`config.mk`:
```
export PLATFORM = sky130hd
export DESIGN_NAME = tax_core
export DESIGN_NICKNAME = d
export VERILOG_FILES = /design/src/tax_pkg.sv /design/src/tax_bank_addr.sv /design/src/tax_core.sv
export SDC_FILE = /design/constraint.sdc
export NUM_CORES = 1
export LEC_CHECK = 0
export BUFFER_PORTS_ARGS = -buffer_cell sky130_fd_sc_hd__buf_2
export CAP_MARGIN = 25
export CORE_MARGIN = 8
export CORE_UTILIZATION = 40
export DETAILED_ROUTE_END_ITERATION = 12
export GPL_ROUTABILITY_DRIVEN = 0
export SYNTH_ARGS = -nofsm -noshare
export SYNTH_HDL_FRONTEND = slang
export SYNTH_SLANG_ARGS = --single-unit
```
`constraint.sdc`:
```
create_clock -name clk_in -period 2.3 [get_ports clk_in]
set_clock_uncertainty 0.2 [all_clocks]
set_input_delay 0.345 -clock clk_in [delete_from_list [all_inputs] [get_ports clk_in]]
set_output_delay 0.345 -clock clk_in [all_outputs]
set_load 0.01 [all_outputs]
```
`src/tax_pkg.sv`:
```
// Constants and types shared by the table access, test-skip and xor block
package tax_pkg;

  // ------------------------------------------------------------
  // Register byte offsets on the bus
  // ------------------------------------------------------------
  localparam logic [7:0] TAX_REG_INSTR  = 8'h00; // Instruction issue
  localparam logic [7:0] TAX_REG_CTRL   = 8'h04; // Mode and bank control
  localparam logic [7:0] TAX_REG_WREG   = 8'h08; // Working register
  localparam logic [7:0] TAX_REG_STATUS = 8'h0c; // Flags and state
  localparam logic [7:0] TAX_REG_TABLE_POINTER = 8'h10; // Table pointer
  localparam logic [7:0] TAX_REG_TBLLAT = 8'h14; // Table latch
  localparam logic [7:0] TAX_REG_HOLD0  = 8'h20; // First holding register
  localparam logic [7:0] TAX_REG_HOLD7  = 8'h3c; // Last holding register

  // ------------------------------------------------------------
  // Field positions
  // ------------------------------------------------------------
  localparam int TAX_INSTR_TWO_WORD_BIT = 16; // Next instruction has two words
  localparam int TAX_CTRL_EXT_BIT       = 0;  // Extended set enable
  localparam int TAX_CTRL_BANK_LSB      = 8;  // Bank select field
  localparam int TAX_STAT_Z_BIT         = 0;  // Zero flag
  localparam int TAX_STAT_N_BIT         = 1;  // Negative flag
  localparam int TAX_STAT_BUSY_BIT      = 8;  // Instruction in progress
  localparam int TAX_STAT_SKIP_BIT      = 9;  // Last test skipped

  // ------------------------------------------------------------
  // Opcode patterns, pointer modes, addressing limits
  // ------------------------------------------------------------
  localparam logic [13:0] TAX_OPC_TABLE_READ_OP  = 14'h0002; // Bits 15:2
  localparam logic [13:0] TAX_OPC_TABLE_WRITE_OP  = 14'h0003; // Bits 15:2
  localparam logic [6:0]  TAX_OPC_TST    = 7'h33;    // Bits 15:9
  localparam logic [7:0]  TAX_OPC_XORL   = 8'h0a;    // Bits 15:8
  localparam logic [5:0]  TAX_OPC_XORF   = 6'h06;    // Bits 15:10
  localparam logic [1:0]  TAX_MODE_HOLD  = 2'h0;     // Pointer unchanged
  localparam logic [1:0]  TAX_MODE_POSTI = 2'h1;     // Post-increment
  localparam logic [1:0]  TAX_MODE_POSTD = 2'h2;     // Post-decrement
  localparam logic [1:0]  TAX_MODE_PREI  = 2'h3;     // Pre-increment
  localparam logic [7:0]  TAX_ACCESS_LOW_MAX = 8'h5f; // Low access / index limit
  localparam logic [3:0]  TAX_ACCESS_HIGH_BANK = 4'hf; // Upper access half
  localparam int          TAX_PTR_W     = 21;        // Table pointer width
  localparam int          TAX_HOLD_N    = 8;         // Holding registers

  // Decoded operations
  typedef enum logic [2:0] {
    TAX_OP_NOP, TAX_OP_TABLE_READ_OP, TAX_OP_TABLE_WRITE_OP, TAX_OP_TST, TAX_OP_XORL, TAX_OP_XORF
  } tax_op_type;

endpackage

```
`src/tax_bank_addr.sv`:
```
// File register address resolver: access bank, banked and indexed modes
`timescale 1ns/100ps
`default_nettype none

module tax_bank_addr (
  // Operand fields
  input  wire logic [7:0]  file_in,      // 8-bit file operand
  input  wire logic        access_in,    // Bank mode bit
  // Mode state
  input  wire logic        ext_en_in,    // Extended set enabled
  input  wire logic [3:0]  bank_in,      // Bank select register
  input  wire logic [11:0] index_base_in, // Index pointer for literal offset
  // Result
  output logic [11:0]      addr_out,     // Full data address
  output logic             indexed_out   // Indexed literal offset used
);

  // ------------------------------------------------------------
  // Address selection
  // ------------------------------------------------------------
  // Indexed mode only steals the low access half, so upper access
  // registers stay reachable with the extension on.
  always_comb begin
    indexed_out = 1'b0;
    if (access_in) begin
      addr_out = {bank_in, file_in};
    end else if (ext_en_in && (file_in <= tax_pkg::TAX_ACCESS_LOW_MAX)) begin
      addr_out    = 12'(index_base_in + {4'h0, file_in});
      indexed_out = 1'b1;
    end else if (file_in <= tax_pkg::TAX_ACCESS_LOW_MAX) begin
      addr_out = {4'h0, file_in};
    end else begin
      addr_out = {tax_pkg::TAX_ACCESS_HIGH_BANK, file_in};
    end
  end

endmodule
`default_nettype wire

```
`src/tax_core.sv`:
```
// Execution core for table access, test-skip-if-zero and xor instructions
//
// Design decisions made here: register access over Wishbone and the address map.
`timescale 1ns/100ps
`default_nettype none

module tax_core #(
  parameter int PTR_W  = tax_pkg::TAX_PTR_W,  // Table pointer width
  parameter int HOLD_N = tax_pkg::TAX_HOLD_N  // Holding register count
) (
  // Clock and reset
  input  wire logic              clk_in,
  input  wire logic              reset_n_in,
  // Wishbone slave
  input  wire logic              wb_cyc_in,
  input  wire logic              wb_stb_in,
  input  wire logic              wb_we_in,
  input  wire logic [7:0]        wb_adr_in,
  input  wire logic [3:0]        wb_sel_in,
  input  wire logic [31:0]       wb_dat_in,
  output logic [31:0]            wb_dat_out,
  output logic                   wb_ack_out,
  // Program memory read port
  output logic [PTR_W-2:0]       pm_word_addr_out,
  output logic                   pm_rd_out,
  input  wire logic [15:0]       pm_word_in,
  // File register port
  output logic [11:0]            fr_addr_out,
  output logic                   fr_rd_out,
  input  wire logic [7:0]        fr_rdata_in,
  output logic                   fr_wr_out,
  output logic [7:0]             fr_wdata_out,
  input  wire logic [11:0]       index_base_in,
  // Pipeline status
  output logic                   busy_out,
  output logic                   flush_out
);

  // ------------------------------------------------------------
  // Declarations
  // ------------------------------------------------------------
  typedef enum logic [2:0] {
    TAX_ST_IDLE, TAX_ST_EXEC1, TAX_ST_EXEC2, TAX_ST_FLUSH1, TAX_ST_FLUSH2
  } tax_state_type;

  tax_state_type       state_reg;          // Execution state
  tax_pkg::tax_op_type op_reg;             // Operation in flight
  logic [15:0]         instr_reg;          // Issued instruction word
  logic                two_word_reg;       // Next instruction has two words
  logic                ext_en_reg;         // Extended set enable
  logic [3:0]          bank_reg;           // Bank select register
  logic [7:0]          wreg_reg;           // Working register
  logic                zero_reg;           // Zero flag
  logic                neg_reg;            // Negative flag
  logic                skip_reg;           // Last test skipped
  logic [PTR_W-1:0]    table_pointer_reg;  // Program byte pointer
  logic [7:0]          table_latch_reg;    // Table latch
  logic [7:0]          hold_reg [HOLD_N];  // Programming holding registers
  logic [7:0]          xor_res;            // Xor result
  logic [11:0]         bank_addr;          // Resolved file address
  logic                bus_req;            // New bus access
  logic                bus_wr;             // Write strobe
  logic                issue;              // Instruction accepted
  tax_pkg::tax_op_type issue_op;           // Decode of written word
  logic [1:0]          mode;               // Pointer mode field
  logic [31:0]         rd_mux;             // Read data select
  logic [PTR_W-1:0]    ptr_bus;            // Pointer after bus write

  // ------------------------------------------------------------
  // Functions
  // ------------------------------------------------------------
  // Opcode decode of the written word, latched into op_reg at issue
  function automatic tax_pkg::tax_op_type decode_op(input logic [15:0] w);
    tax_pkg::tax_op_type r;
    r = tax_pkg::TAX_OP_NOP;
    if (w[15:2] == tax_pkg::TAX_OPC_TABLE_READ_OP) r = tax_pkg::TAX_OP_TABLE_READ_OP;
    else if (w[15:2] == tax_pkg::TAX_OPC_TABLE_WRITE_OP) r = tax_pkg::TAX_OP_TABLE_WRITE_OP;
    else if (w[15:9] == tax_pkg::TAX_OPC_TST) r = tax_pkg::TAX_OP_TST;
    else if (w[15:8] == tax_pkg::TAX_OPC_XORL) r = tax_pkg::TAX_OP_XORL;
    else if (w[15:10] == tax_pkg::TAX_OPC_XORF) r = tax_pkg::TAX_OP_XORF;
    return r;
  endfunction

  // Pointer step; the sum is cut back to the pointer width so it wraps
  function automatic logic [PTR_W-1:0] step_ptr(input logic [PTR_W-1:0] p,
                                                input logic up);
    logic [PTR_W-1:0] one;
    one = {{(PTR_W-1){1'b0}}, 1'b1};
    return up ? PTR_W'(p + one) : PTR_W'(p - one);
  endfunction

  // Byte lane merge for bus writes
  function automatic logic [31:0] merge(input logic [31:0] old,
                                        input logic [31:0] nw,
                                        input logic [3:0] sel);
    logic [31:0] r;
    r = old;
    for (int i = 0; i < 4; i++) begin
      if (sel[i]) r[8*i +: 8] = nw[8*i +: 8];
    end
    return r;
  endfunction

  // ------------------------------------------------------------
  // Address resolution
  // ------------------------------------------------------------
  tax_bank_addr u_bank_addr (
    .file_in       (wb_dat_in[7:0]),
    .access_in     (wb_dat_in[8]),
    .ext_en_in     (ext_en_reg),
    .bank_in       (bank_reg),
    .index_base_in (index_base_in),
    .addr_out      (bank_addr),
    .indexed_out   ()
  );

  // ------------------------------------------------------------
  // Bus decode
  // ------------------------------------------------------------
  // One access per ack; the ack term keeps a held request from repeating
  assign bus_req  = wb_cyc_in && wb_stb_in && !wb_ack_out;
  assign bus_wr   = bus_req && wb_we_in;
  assign issue_op = decode_op(wb_dat_in[15:0]);
  // Issue needs the low two lanes; writes while busy are dropped
  assign issue    = bus_wr && (wb_adr_in == tax_pkg::TAX_REG_INSTR) &&
                    (wb_sel_in[1:0] == 2'h3) && (state_reg == TAX_ST_IDLE);
  assign mode     = instr_reg[1:0];
  assign xor_res  = wreg_reg ^ ((op_reg == tax_pkg::TAX_OP_XORL) ?
                                instr_reg[7:0] : fr_rdata_in);
  assign ptr_bus  = PTR_W'(merge(32'(table_pointer_reg), wb_dat_in, wb_sel_in));

  // Read data select; unmapped offsets read as zero
  always_comb begin
    rd_mux = 32'h0;
    case (wb_adr_in)
      tax_pkg::TAX_REG_INSTR:  rd_mux = {15'h0, two_word_reg, instr_reg};
      tax_pkg::TAX_REG_CTRL:   rd_mux = {20'h0, bank_reg, 7'h0, ext_en_reg};
      tax_pkg::TAX_REG_WREG:   rd_mux = {24'h0, wreg_reg};
      tax_pkg::TAX_REG_STATUS: begin
        rd_mux[tax_pkg::TAX_STAT_Z_BIT]    = zero_reg;
        rd_mux[tax_pkg::TAX_STAT_N_BIT]    = neg_reg;
        rd_mux[tax_pkg::TAX_STAT_BUSY_BIT] = busy_out;
        rd_mux[tax_pkg::TAX_STAT_SKIP_BIT] = skip_reg;
      end
      tax_pkg::TAX_REG_TABLE_POINTER: rd_mux = 32'(table_pointer_reg);
      tax_pkg::TAX_REG_TBLLAT: rd_mux = {24'h0, table_latch_reg};
      default: begin
        if (wb_adr_in >= tax_pkg::TAX_REG_HOLD0 && wb_adr_in <= tax_pkg::TAX_REG_HOLD7 &&
            wb_adr_in[1:0] == 2'h0) begin
          rd_mux = {24'h0, hold_reg[wb_adr_in[4:2]]};
        end
      end
    endcase
  end

  // Registered ack and read data, one cycle after the request
  always_ff @(posedge clk_in) begin
    if (!reset_n_in) begin
      wb_ack_out <= 1'b0;
      wb_dat_out <= 32'h0;
    end else begin
      wb_ack_out <= bus_req;
      wb_dat_out <= bus_req ? rd_mux : 32'h0;
    end
  end

  // ------------------------------------------------------------
  // Sequencer
  // ------------------------------------------------------------
  // One clock stands for one full four-phase instruction cycle
  always_ff @(posedge clk_in) begin
    if (!reset_n_in) begin
      state_reg <= TAX_ST_IDLE;
      op_reg    <= tax_pkg::TAX_OP_NOP;
    end else begin
      case (state_reg)
        TAX_ST_IDLE: begin
          if (issue) begin
            state_reg <= TAX_ST_EXEC1;
            op_reg    <= issue_op;
          end
        end
        TAX_ST_EXEC1: begin
          if (op_reg == tax_pkg::TAX_OP_TABLE_READ_OP || op_reg == tax_pkg::TAX_OP_TABLE_WRITE_OP) begin
            state_reg <= TAX_ST_EXEC2;
          end else if (op_reg == tax_pkg::TAX_OP_TST && fr_rdata_in == 8'h00) begin
            state_reg <= TAX_ST_FLUSH1;
          end else begin
            state_reg <= TAX_ST_IDLE;
          end
        end
        TAX_ST_EXEC2: state_reg <= TAX_ST_IDLE;
        TAX_ST_FLUSH1: state_reg <= two_word_reg ? TAX_ST_FLUSH2 : TAX_ST_IDLE;
        TAX_ST_FLUSH2: state_reg <= TAX_ST_IDLE;
        default: state_reg <= TAX_ST_IDLE;
      endcase
    end
  end

  // Busy and flush indication for the fetch pipeline
  always_ff @(posedge clk_in) begin
    if (!reset_n_in) begin
      busy_out  <= 1'b0;
      flush_out <= 1'b0;
    end else begin
      busy_out  <= issue || (state_reg == TAX_ST_EXEC1 &&
                   (op_reg == tax_pkg::TAX_OP_TABLE_READ_OP || op_reg == tax_pkg::TAX_OP_TABLE_WRITE_OP ||
                    (op_reg == tax_pkg::TAX_OP_TST && fr_rdata_in == 8'h00))) ||
                   (state_reg == TAX_ST_FLUSH1 && two_word_reg);
      // Each flushed word runs as a no-operation cycle
      flush_out <= (state_reg == TAX_ST_EXEC1 && op_reg == tax_pkg::TAX_OP_TST &&
                    fr_rdata_in == 8'h00) ||
                   (state_reg == TAX_ST_FLUSH1 && two_word_reg);
    end
  end

  // ------------------------------------------------------------
  // Instruction word and control
  // ------------------------------------------------------------
  always_ff @(posedge clk_in) begin
    if (!reset_n_in) begin
      instr_reg    <= 16'h0;
      two_word_reg <= 1'b0;
      ext_en_reg   <= 1'b0;
      bank_reg     <= 4'h0;
    end else begin
      if (issue) begin
        instr_reg    <= wb_dat_in[15:0];
        two_word_reg <= wb_dat_in[tax_pkg::TAX_INSTR_TWO_WORD_BIT];
      end
      if (bus_wr && wb_adr_in == tax_pkg::TAX_REG_CTRL) begin
        if (wb_sel_in[0]) ext_en_reg <= wb_dat_in[tax_pkg::TAX_CTRL_EXT_BIT];
        if (wb_sel_in[1]) bank_reg <= wb_dat_in[tax_pkg::TAX_CTRL_BANK_LSB +: 4];
      end
    end
  end

  // ------------------------------------------------------------
  // File register port
  // ------------------------------------------------------------
  // Address and read strobe go out at issue so data is back in EXEC1
  always_ff @(posedge clk_in) begin
    if (!reset_n_in) begin
      fr_addr_out  <= 12'h0;
      fr_rd_out    <= 1'b0;
      fr_wr_out    <= 1'b0;
      fr_wdata_out <= 8'h0;
    end else begin
      fr_rd_out <= issue && (issue_op == tax_pkg::TAX_OP_TST ||
                             issue_op == tax_pkg::TAX_OP_XORF);
      if (issue) fr_addr_out <= bank_addr;
      fr_wr_out <= 1'b0;
      if (state_reg == TAX_ST_EXEC1 && op_reg == tax_pkg::TAX_OP_XORF &&
          instr_reg[9]) begin
        fr_wr_out    <= 1'b1;
        fr_wdata_out <= xor_res;
      end
    end
  end

  // ------------------------------------------------------------
  // Working register and flags
  // ------------------------------------------------------------
  // Execution wins over a bus write landing in the same cycle
  always_ff @(posedge clk_in) begin
    if (!reset_n_in) begin
      wreg_reg <= 8'h0;
      zero_reg <= 1'b0;
      neg_reg  <= 1'b0;
      skip_reg <= 1'b0;
    end else begin
      if (bus_wr && wb_adr_in == tax_pkg::TAX_REG_WREG && wb_sel_in[0]) begin
        wreg_reg <= wb_dat_in[7:0];
      end
      if (bus_wr && wb_adr_in == tax_pkg::TAX_REG_STATUS && wb_sel_in[0]) begin
        zero_reg <= wb_dat_in[tax_pkg::TAX_STAT_Z_BIT];
        neg_reg  <= wb_dat_in[tax_pkg::TAX_STAT_N_BIT];
      end
      if (state_reg == TAX_ST_EXEC1) begin
        case (op_reg)
          tax_pkg::TAX_OP_XORL: begin
            wreg_reg <= xor_res;
            zero_reg <= (xor_res == 8'h00);
            neg_reg  <= xor_res[7];
          end
          tax_pkg::TAX_OP_XORF: begin
            if (!instr_reg[9]) wreg_reg <= xor_res;
            zero_reg <= (xor_res == 8'h00);
            neg_reg  <= xor_res[7];
          end
          tax_pkg::TAX_OP_TST: skip_reg <= (fr_rdata_in == 8'h00);
          default: begin
          end
        endcase
      end
    end
  end

  // ------------------------------------------------------------
  // Table pointer and program memory port
  // ------------------------------------------------------------
  // Pre-increment lands in EXEC1, post steps in EXEC2 after the access
  always_ff @(posedge clk_in) begin
    if (!reset_n_in) begin
      table_pointer_reg <= '0;
      pm_word_addr_out  <= '0;
      pm_rd_out         <= 1'b0;
    end else begin
      pm_rd_out <= 1'b0;
      if (state_reg == TAX_ST_EXEC1 && op_reg == tax_pkg::TAX_OP_TABLE_READ_OP) begin
        pm_rd_out        <= 1'b1;
        pm_word_addr_out <= (mode == tax_pkg::TAX_MODE_PREI) ?
                            (PTR_W-1)'(step_ptr(table_pointer_reg, 1'b1) >> 1) :
                            (PTR_W-1)'(table_pointer_reg >> 1);
      end
      if (state_reg == TAX_ST_EXEC1 && mode == tax_pkg::TAX_MODE_PREI &&
          (op_reg == tax_pkg::TAX_OP_TABLE_READ_OP || op_reg == tax_pkg::TAX_OP_TABLE_WRITE_OP)) begin
        table_pointer_reg <= step_ptr(table_pointer_reg, 1'b1);
      end else if (state_reg == TAX_ST_EXEC2 && (mode == tax_pkg::TAX_MODE_POSTI ||
                   mode == tax_pkg::TAX_MODE_POSTD)) begin
        table_pointer_reg <= step_ptr(table_pointer_reg,
                                      mode == tax_pkg::TAX_MODE_POSTI);
      end else if (bus_wr && wb_adr_in == tax_pkg::TAX_REG_TABLE_POINTER && !busy_out) begin
        table_pointer_reg <= ptr_bus;
      end
    end
  end

  // ------------------------------------------------------------
  // Table latch and holding registers
  // ------------------------------------------------------------
  // Holding registers only stage data for a later flash program run
  always_ff @(posedge clk_in) begin
    if (!reset_n_in) begin
      table_latch_reg <= 8'h0;
      for (int i = 0; i < HOLD_N; i++) hold_reg[i] <= 8'h0;
    end else begin
      if (state_reg == TAX_ST_EXEC2 && op_reg == tax_pkg::TAX_OP_TABLE_READ_OP) begin
        // Pointer still holds the accessed address during EXEC2
        table_latch_reg <= table_pointer_reg[0] ? pm_word_in[15:8] :
                                                  pm_word_in[7:0];
      end else if (bus_wr && wb_adr_in == tax_pkg::TAX_REG_TBLLAT && wb_sel_in[0] &&
                   !busy_out) begin
        table_latch_reg <= wb_dat_in[7:0];
      end
      if (state_reg == TAX_ST_EXEC2 && op_reg == tax_pkg::TAX_OP_TABLE_WRITE_OP) begin
        hold_reg[table_pointer_reg[2:0]] <= table_latch_reg;
      end
    end
  end

endmodule
`default_nettype wire

```
# [After elaboration in Yosys (flattened, before gate mapping)]
# Memories as Yosys holds them, arrays and structs flattened.
# Index checks and enable logic that the tools add are counted.
[totals] latchBits=0 out_inout_bits=78 inputBits=85 romBits=0 ff_bits=146 ramBits=64 mem_count=1
[op_classes] bitwise=1 n_addsub=3 div=0 shifts=0 order_cmp=3 n_eq_ne=25 n_mux=49 mul=0 n_reduce_logical=65
[memory_table] name="hold_reg" depth=8 width=8 rd=1 rd_ports_with_merged_regs=0 write_ports=8 line_no="tax_core.sv:58" rtl="logic [7:0] hold_reg [HOLD_N];"
[op_table] cell="2-to-1 mux 8 bit" count=11
[op_table] cell="case mux 22 bit (4 select lines)" count=1
[op_table] cell="2-to-1 mux 21 bit" count=4
[op_table] cell="2-to-1 mux 12 bit" count=3
[op_table] cell="logical AND 1 bit" count=33
[op_table] cell="case mux 6 bit (5 select lines)" count=1
[op_table] cell="equality test 14 x 2 -> 1 bit, second input constant" count=2
[op_table] cell="equality test 8 x 4 -> 1 bit, second input constant" count=3
[op_table] cell="logical NOT 8 bit" count=3
[op_table] cell="2-to-1 mux 3 bit" count=8
[op_table] cell="adder 21 x 1 -> 21 bit, second input constant" count=1
[op_table] cell="subtractor 21 x 1 -> 21 bit, second input constant" count=1
[op_table] cell="2-to-1 mux 20 bit" count=1
[op_table] cell="equality test 8 x 5 -> 1 bit, second input constant" count=2
[op_table] cell="case mux 8 bit (2 select lines)" count=1
[op_table] cell="AND reduction 2 bit" count=8
[op_table] cell="equality test 3 x 2 -> 1 bit, second input constant" count=5
[op_table] cell="2-to-1 mux 1 bit" count=13
[op_table] cell="adder 12 x 8 -> 12 bit" count=1
[op_table] cell="case mux 2 bit (6 select lines)" count=1
[op_table] cell="nonzero test 3 bit" count=4
[op_table] cell="case mux 2 bit (5 select lines)" count=1
[op_table] cell="equality test 3 bit, second input constant" count=3
[op_table] cell="case mux 3 bit (3 select lines)" count=1
[op_table] cell="21 further kinds" count=34

# [Longest topological paths before layout]
[depth] word_depth=9 depth_mapped=10

# [Cells and area by module]
# A second synthesis with hierarchy kept.
[hier_totals] hier_cells=1193 area_unflattened_um2=11049.3
[by_module_without_submodules] module="tax_core" instances=1 seq_area_each_um2=4624.4 cells_each=1102 area_each_um2=10426.2
[by_module_without_submodules] module="tax_bank_addr" instances=1 seq_area_each_um2=0.0 cells_each=91 area_each_um2=623.1

# [Worst setup path after synthesis]
# Ideal clock, no wire load.
[synth_path] path_type="input-to-reg" from="in wb_adr_in[6]" to="reg zero_reg" setup_slack_ps=-266 arrival_time_ps=2243 path_buffers=2 stages=8 path_cell_list="or4_4 buf_6 or3_1 buf_6 nor3_1 mux2_2 o21ai_0 a21oi_1"
[synth_between] elab_chain_len=6
[synth_rtl] item="from (decl)" line_no="tax_core.sv:18" rtl="input wire logic [7:0] wb_adr_in,"
[synth_rtl] item="equality test 8 x 4 -> 1 bit *" line_no="tax_core.sv:275" rtl="if (bus_wr && wb_adr_in == tax_pkg::TAX_REG_STATUS && wb_sel_in[0]) begin"
[synth_rtl] item="logical AND 1 bit * (2 in a row)" line_no="tax_core.sv:275"
[synth_rtl] item="2-to-1 mux 1 bit *" line_no="tax_core.sv:275"
[synth_rtl] item="2-to-1 mux 1 bit"
[synth_rtl] item="2-to-1 mux 1 bit *" line_no="tax_core.sv:279" rtl="if (state_reg == TAX_ST_EXEC1) begin"
[synth_rtl] item="to (signal assigned)" line_no="tax_core.sv:276" rtl="zero_reg <= wb_dat_in[tax_pkg::TAX_STAT_Z_BIT];"
[synth_rtl] item="to (signal assigned)" line_no="tax_core.sv:283" rtl="zero_reg <= (xor_res == 8'h00);"
[synth_rtl] item="to (signal assigned)" line_no="tax_core.sv:288" rtl="zero_reg <= (xor_res == 8'h00);"
[synth_rtl] item="to (decl)" line_no="tax_core.sv:53" rtl="logic zero_reg;"
# Every way passes the cells marked *; elsewhere a longest branch is shown, timed or not.
# A chain may end at the register's enable or synchronous reset.

# [Final worst setup path]
[layout_path] from="reg table_pointer_reg[8]" to="reg table_pointer_reg[17]"
[layout_between] elab_chain_len=4 elab_cells_between_ends=5 classes_between="add/sub (2); mux (3)"
[layout_rtl] item="from (decl)" line_no="tax_core.sv:56" rtl="logic [PTR_W-1:0] table_pointer_reg;"
[layout_rtl] item="from (signal assigned)" line_no="tax_core.sv:318" rtl="table_pointer_reg <= step_ptr(table_pointer_reg, 1'b1);"
[layout_rtl] item="from (signal assigned)" line_no="tax_core.sv:321" rtl="table_pointer_reg <= step_ptr(table_pointer_reg,"
[layout_rtl] item="from (signal assigned)" line_no="tax_core.sv:324" rtl="table_pointer_reg <= ptr_bus;"
[layout_rtl] item="subtractor 21 x 1 -> 21 bit / adder 21 x 1 -> 21 bit (equally long branches)" line_no="tax_core.sv:89" rtl="return up ? PTR_W'(p + one) : PTR_W'(p - one);"
[layout_rtl] item="2-to-1 mux 21 bit" line_no="tax_core.sv:89"
[layout_rtl] item="2-to-1 mux 21 bit" line_no="tax_core.sv:319" rtl="end else if (state_reg == TAX_ST_EXEC2 && (mode == tax_pkg::TAX_MODE_POSTI ||"
[layout_rtl] item="2-to-1 mux 21 bit *" line_no="tax_core.sv:316" rtl="if (state_reg == TAX_ST_EXEC1 && mode == tax_pkg::TAX_MODE_PREI &&"
# Marked as above.

==> run metrics <==
status=finished with violations; failing checks=setup timing; Vias per Instance=around 5.7; Synth Register Bits=199; WS Path Type=register to register; Worst Slack Setup Final=-0.0674 ns; VDD IR max=0.437 mV; number of buffers created by CTS=17; Max-cap violations=0; Ys Warns=0; clock share of power=41.6%; Crit path arrival time=2.54 ns; min Tclk post-route=2.37 ns; CP peak stage delay=0.56 ns; synthesis-to-layout area growth=30.1%; delay-heaviest family, CP=simple AND/OR/NAND/NOR gates; cell row count=60; most instantiated cells after synthesis=135 x dfxtp_1, 122 x nor2_1, 114 x nand2_1, 77 x a21oi_1, 72 x and2_1; area leader, netlist=dfxtp_1; main flop type after synthesis=dfxtp_1; Worst-path clk slew=0.08 ns; grt ovf=0; CTS tree=yes; final hold slack=0.0334 ns; Seq/Total Area, Yosys=42.2%; CP Data Required Time=2.48 ns; min-delay worst type=input port to register; Starting Density=40.6%; wire per inst=20.5 microns; final hold viol count=0; mux contribution to synthesized area=8.67%; largest net degree at the start of global routing=54; DP HPWL=27.8 mm; count leader, synth=dfxtp_1; max FFs per register=64; startpoint types=register; die area=0.0329 sq mm; Final Core Density=between 50% and 60%; Mapped Cells=1,199; Final ANT Viol Nets=0; clk sinks=199; Final Routed Wirelength=approximately 37 mm; Post-Synth Simple-Gate Area=between 20% and 30%; Internal Power=0.00539 W; DRT Pass-1 Iters=5; main combinational cell family by area after synthesis=simple AND/OR/NAND/NOR gates; Slowest-stage cell, CP=or4_4; pwr/cell area=just over 500 mW/mm^2; Flop pwr share=50.2%; critical path peak fanout=4; number of global-route vias before repair=9,950; Synth Area in Compound Gates=about 17%; most used cell, CP=or4_4; first-pass GRT wire length=approximately 56 mm; initial antenna violation count=0; Sw Ratio=26.6%; Worst Max-Slew Pin Slew=between 0.6 and 0.7 ns; Worst-Skew Late Latency=0.45 ns; DRC=0; combinational power share=8.2%; XOR/XNOR share of the synthesized area=between 2 and 3%; diodes inserted=0; R2R Setup Slk=-0.07 ns; Core Region=roughly 0.027 sq mm; Post-synth EDFFs=64; top cell type's share of synthesized area=24.7%; nets=1,563; Yosys cell types=74; Die Y=roughly 180 microns; Synth Area in Adders=1.55%; Synth Cell Area=~0.011 sq mm; CP endpoint kind=register; Die Wd=between 150 and 200 microns; Iteration-0 DRC Markers=1,021; net switching power=between 0.0015 and 0.002 W; io pins=approximately 160; synth top area cells=dfxtp_1 25%, edfxtp_1 18%, mux2i_1 4.7%; htree depth=4; layout cells sized above 1=32.3%; RSZ-0062 raised after global routing=true; DR vias=between 10,000 and 15,000; Async SR Flop Fraction=0%; final setup TNS=-0.189 ns; Buf/Inv on CP=0; Port Buffers=139; P_leak=5.57 nW; fin. max-slew vios=0; # placed instances=1,771; Max-Slew Margin vs Limit=58.3%; CTS Root Cell=clkbuf_16; Peak Freq=422 MHz; Non-Filler Instances=between 1,500 and 2,000; syn avg cell area=between 9 and 10 sq um; final setup fails=4; Total Routing Usage GR=21.6%; pre-CTS WS=-0.311 ns; fill count=2,466; fin crit share=103%; critical-path cell list=or4_4, or4_4, nor4b_4, a311o_1, nand2_1, o221ai_1; largest buffer count on any clock path=2
==> power by group through the flow <==
stage               Combinational, W  Clock (W)  Sequential, W
finish                      0.000605    0.00305        0.00368
global route                0.000647    0.00318        0.00369
CTS                         0.000596    0.00307        0.00368
detailed placement          0.000586          0        0.00376
global placement            0.000581          0        0.00376
floorplan                   0.000309          0        0.00376
==> cell usage in the layout, fill, tap and decap left out, types with 9 or more instances in the layout <==
master / Yosys / layout
buf_4: 11 / 184
buf_2: 8 / 139
dfxtp_1: 135 / 128
nor2_1: 122 / 119
nand2_1: 114 / 111
a21oi_1: 77 / 75
and2_1: 72 / 71
edfxtp_1: 64 / 64
mux2i_1: 51 / 50
o21ai_0: 38 / 36
a211oi_1: 37 / 36
nor3_1: 36 / 32
nand3_1: 28 / 26
xnor2_1: 21 / 21
a31oi_1: 25 / 19
clkbuf_16: 0 / 18
inv_1: 17 / 16
mux4_2: 16 / 16
and3_1: 14 / 14
nand4_1: 14 / 14
xor2_1: 14 / 14
a22oi_1: 13 / 12
or3_1: 12 / 11
conb_1: 1 / 11
ha_1: 12 / 10
nor2b_1: 9 / 9
a211oi_2: 8 / 9
==> cell type report <==
type | count | area, sq um | share of cell area (%)
multi-input cells | 891 | 6210 | 43.6
flip-flops and latches | 199 | 4630 | 32.5
repair buffers | 339 | 2320 | 16.3
clock buffers | 18 | 429 | 3.01
well taps | 341 | 427 | 3.00
clock inverters | 14 | 153 | 1.07
inverters | 17 | 63.8 | 0.448
==> logic make-up (layout without fill, tap and decap cells) <==
logic type	after synthesis	after routing
and+or+nand+nor	488	488
AOI/OAI and AO/OA	270	270
DFF	199	199
buffers and inverters	119	388
muxes	74	74
xor gates and xnor gates	35	35
adders and majority gates	13	13
other	1	11
==> routing by layer <==
| metal | vias up | track usage (%) | routed length [microns] |
|---|---|---|---|
| met3 | 57 | 3.53 | 2910 |
| met1 | 4963 | 29.6 | 16500 |
| met4 | 0 | 6.53 | 779 |
| li1 | 4923 | - | - |
| met5 | - | 0 | 0 |
| met2 | 471 | 34.7 | 17000 |
==> per-stage QoR <==
step           total power, W  cell area, sq um
6_report              0.00734             14200
5_1_grt               0.00752             14200
4_1_cts               0.00735             14000
3_5_place_dp          0.00435             13200
3_3_place_gp          0.00434             13200
2_1_floorplan         0.00407             11100
==> repair_timing <==
item | 4_1_cts | 5_1_grt
gates cloned | 0 | 1
pin swaps | 5 | 11
setup buffers | 5 | 5
resized for setup | 19 | 44
hold buffers | 6 | 0
endpoints found under the setup margin | 14 | 83
hold endpoints to repair | 6 | 0
==> worst min-delay path, delay by kind of cell <==
| family | cells | cell delay [ns] |
|---|---|---|
| and+or+nand+nor | 1 | 0.08 |
| AOI/OAI and AO/OA | 1 | 0.05 |
| buffers and inverters | 1 | 0.16 |
==> worst paths after layout <==
path                        startpoint  depth (start not counted)                     to
setup / recovery  table_pointer_reg[8]                          6  table_pointer_reg[17]
setup reg to reg  table_pointer_reg[8]                          6  table_pointer_reg[17]
hold / removal           wb_dat_in[10]                          3          instr_reg[10]
hold reg to reg          instr_reg[15]                          2          instr_reg[15]
Power figures use the tool's default switching activity.
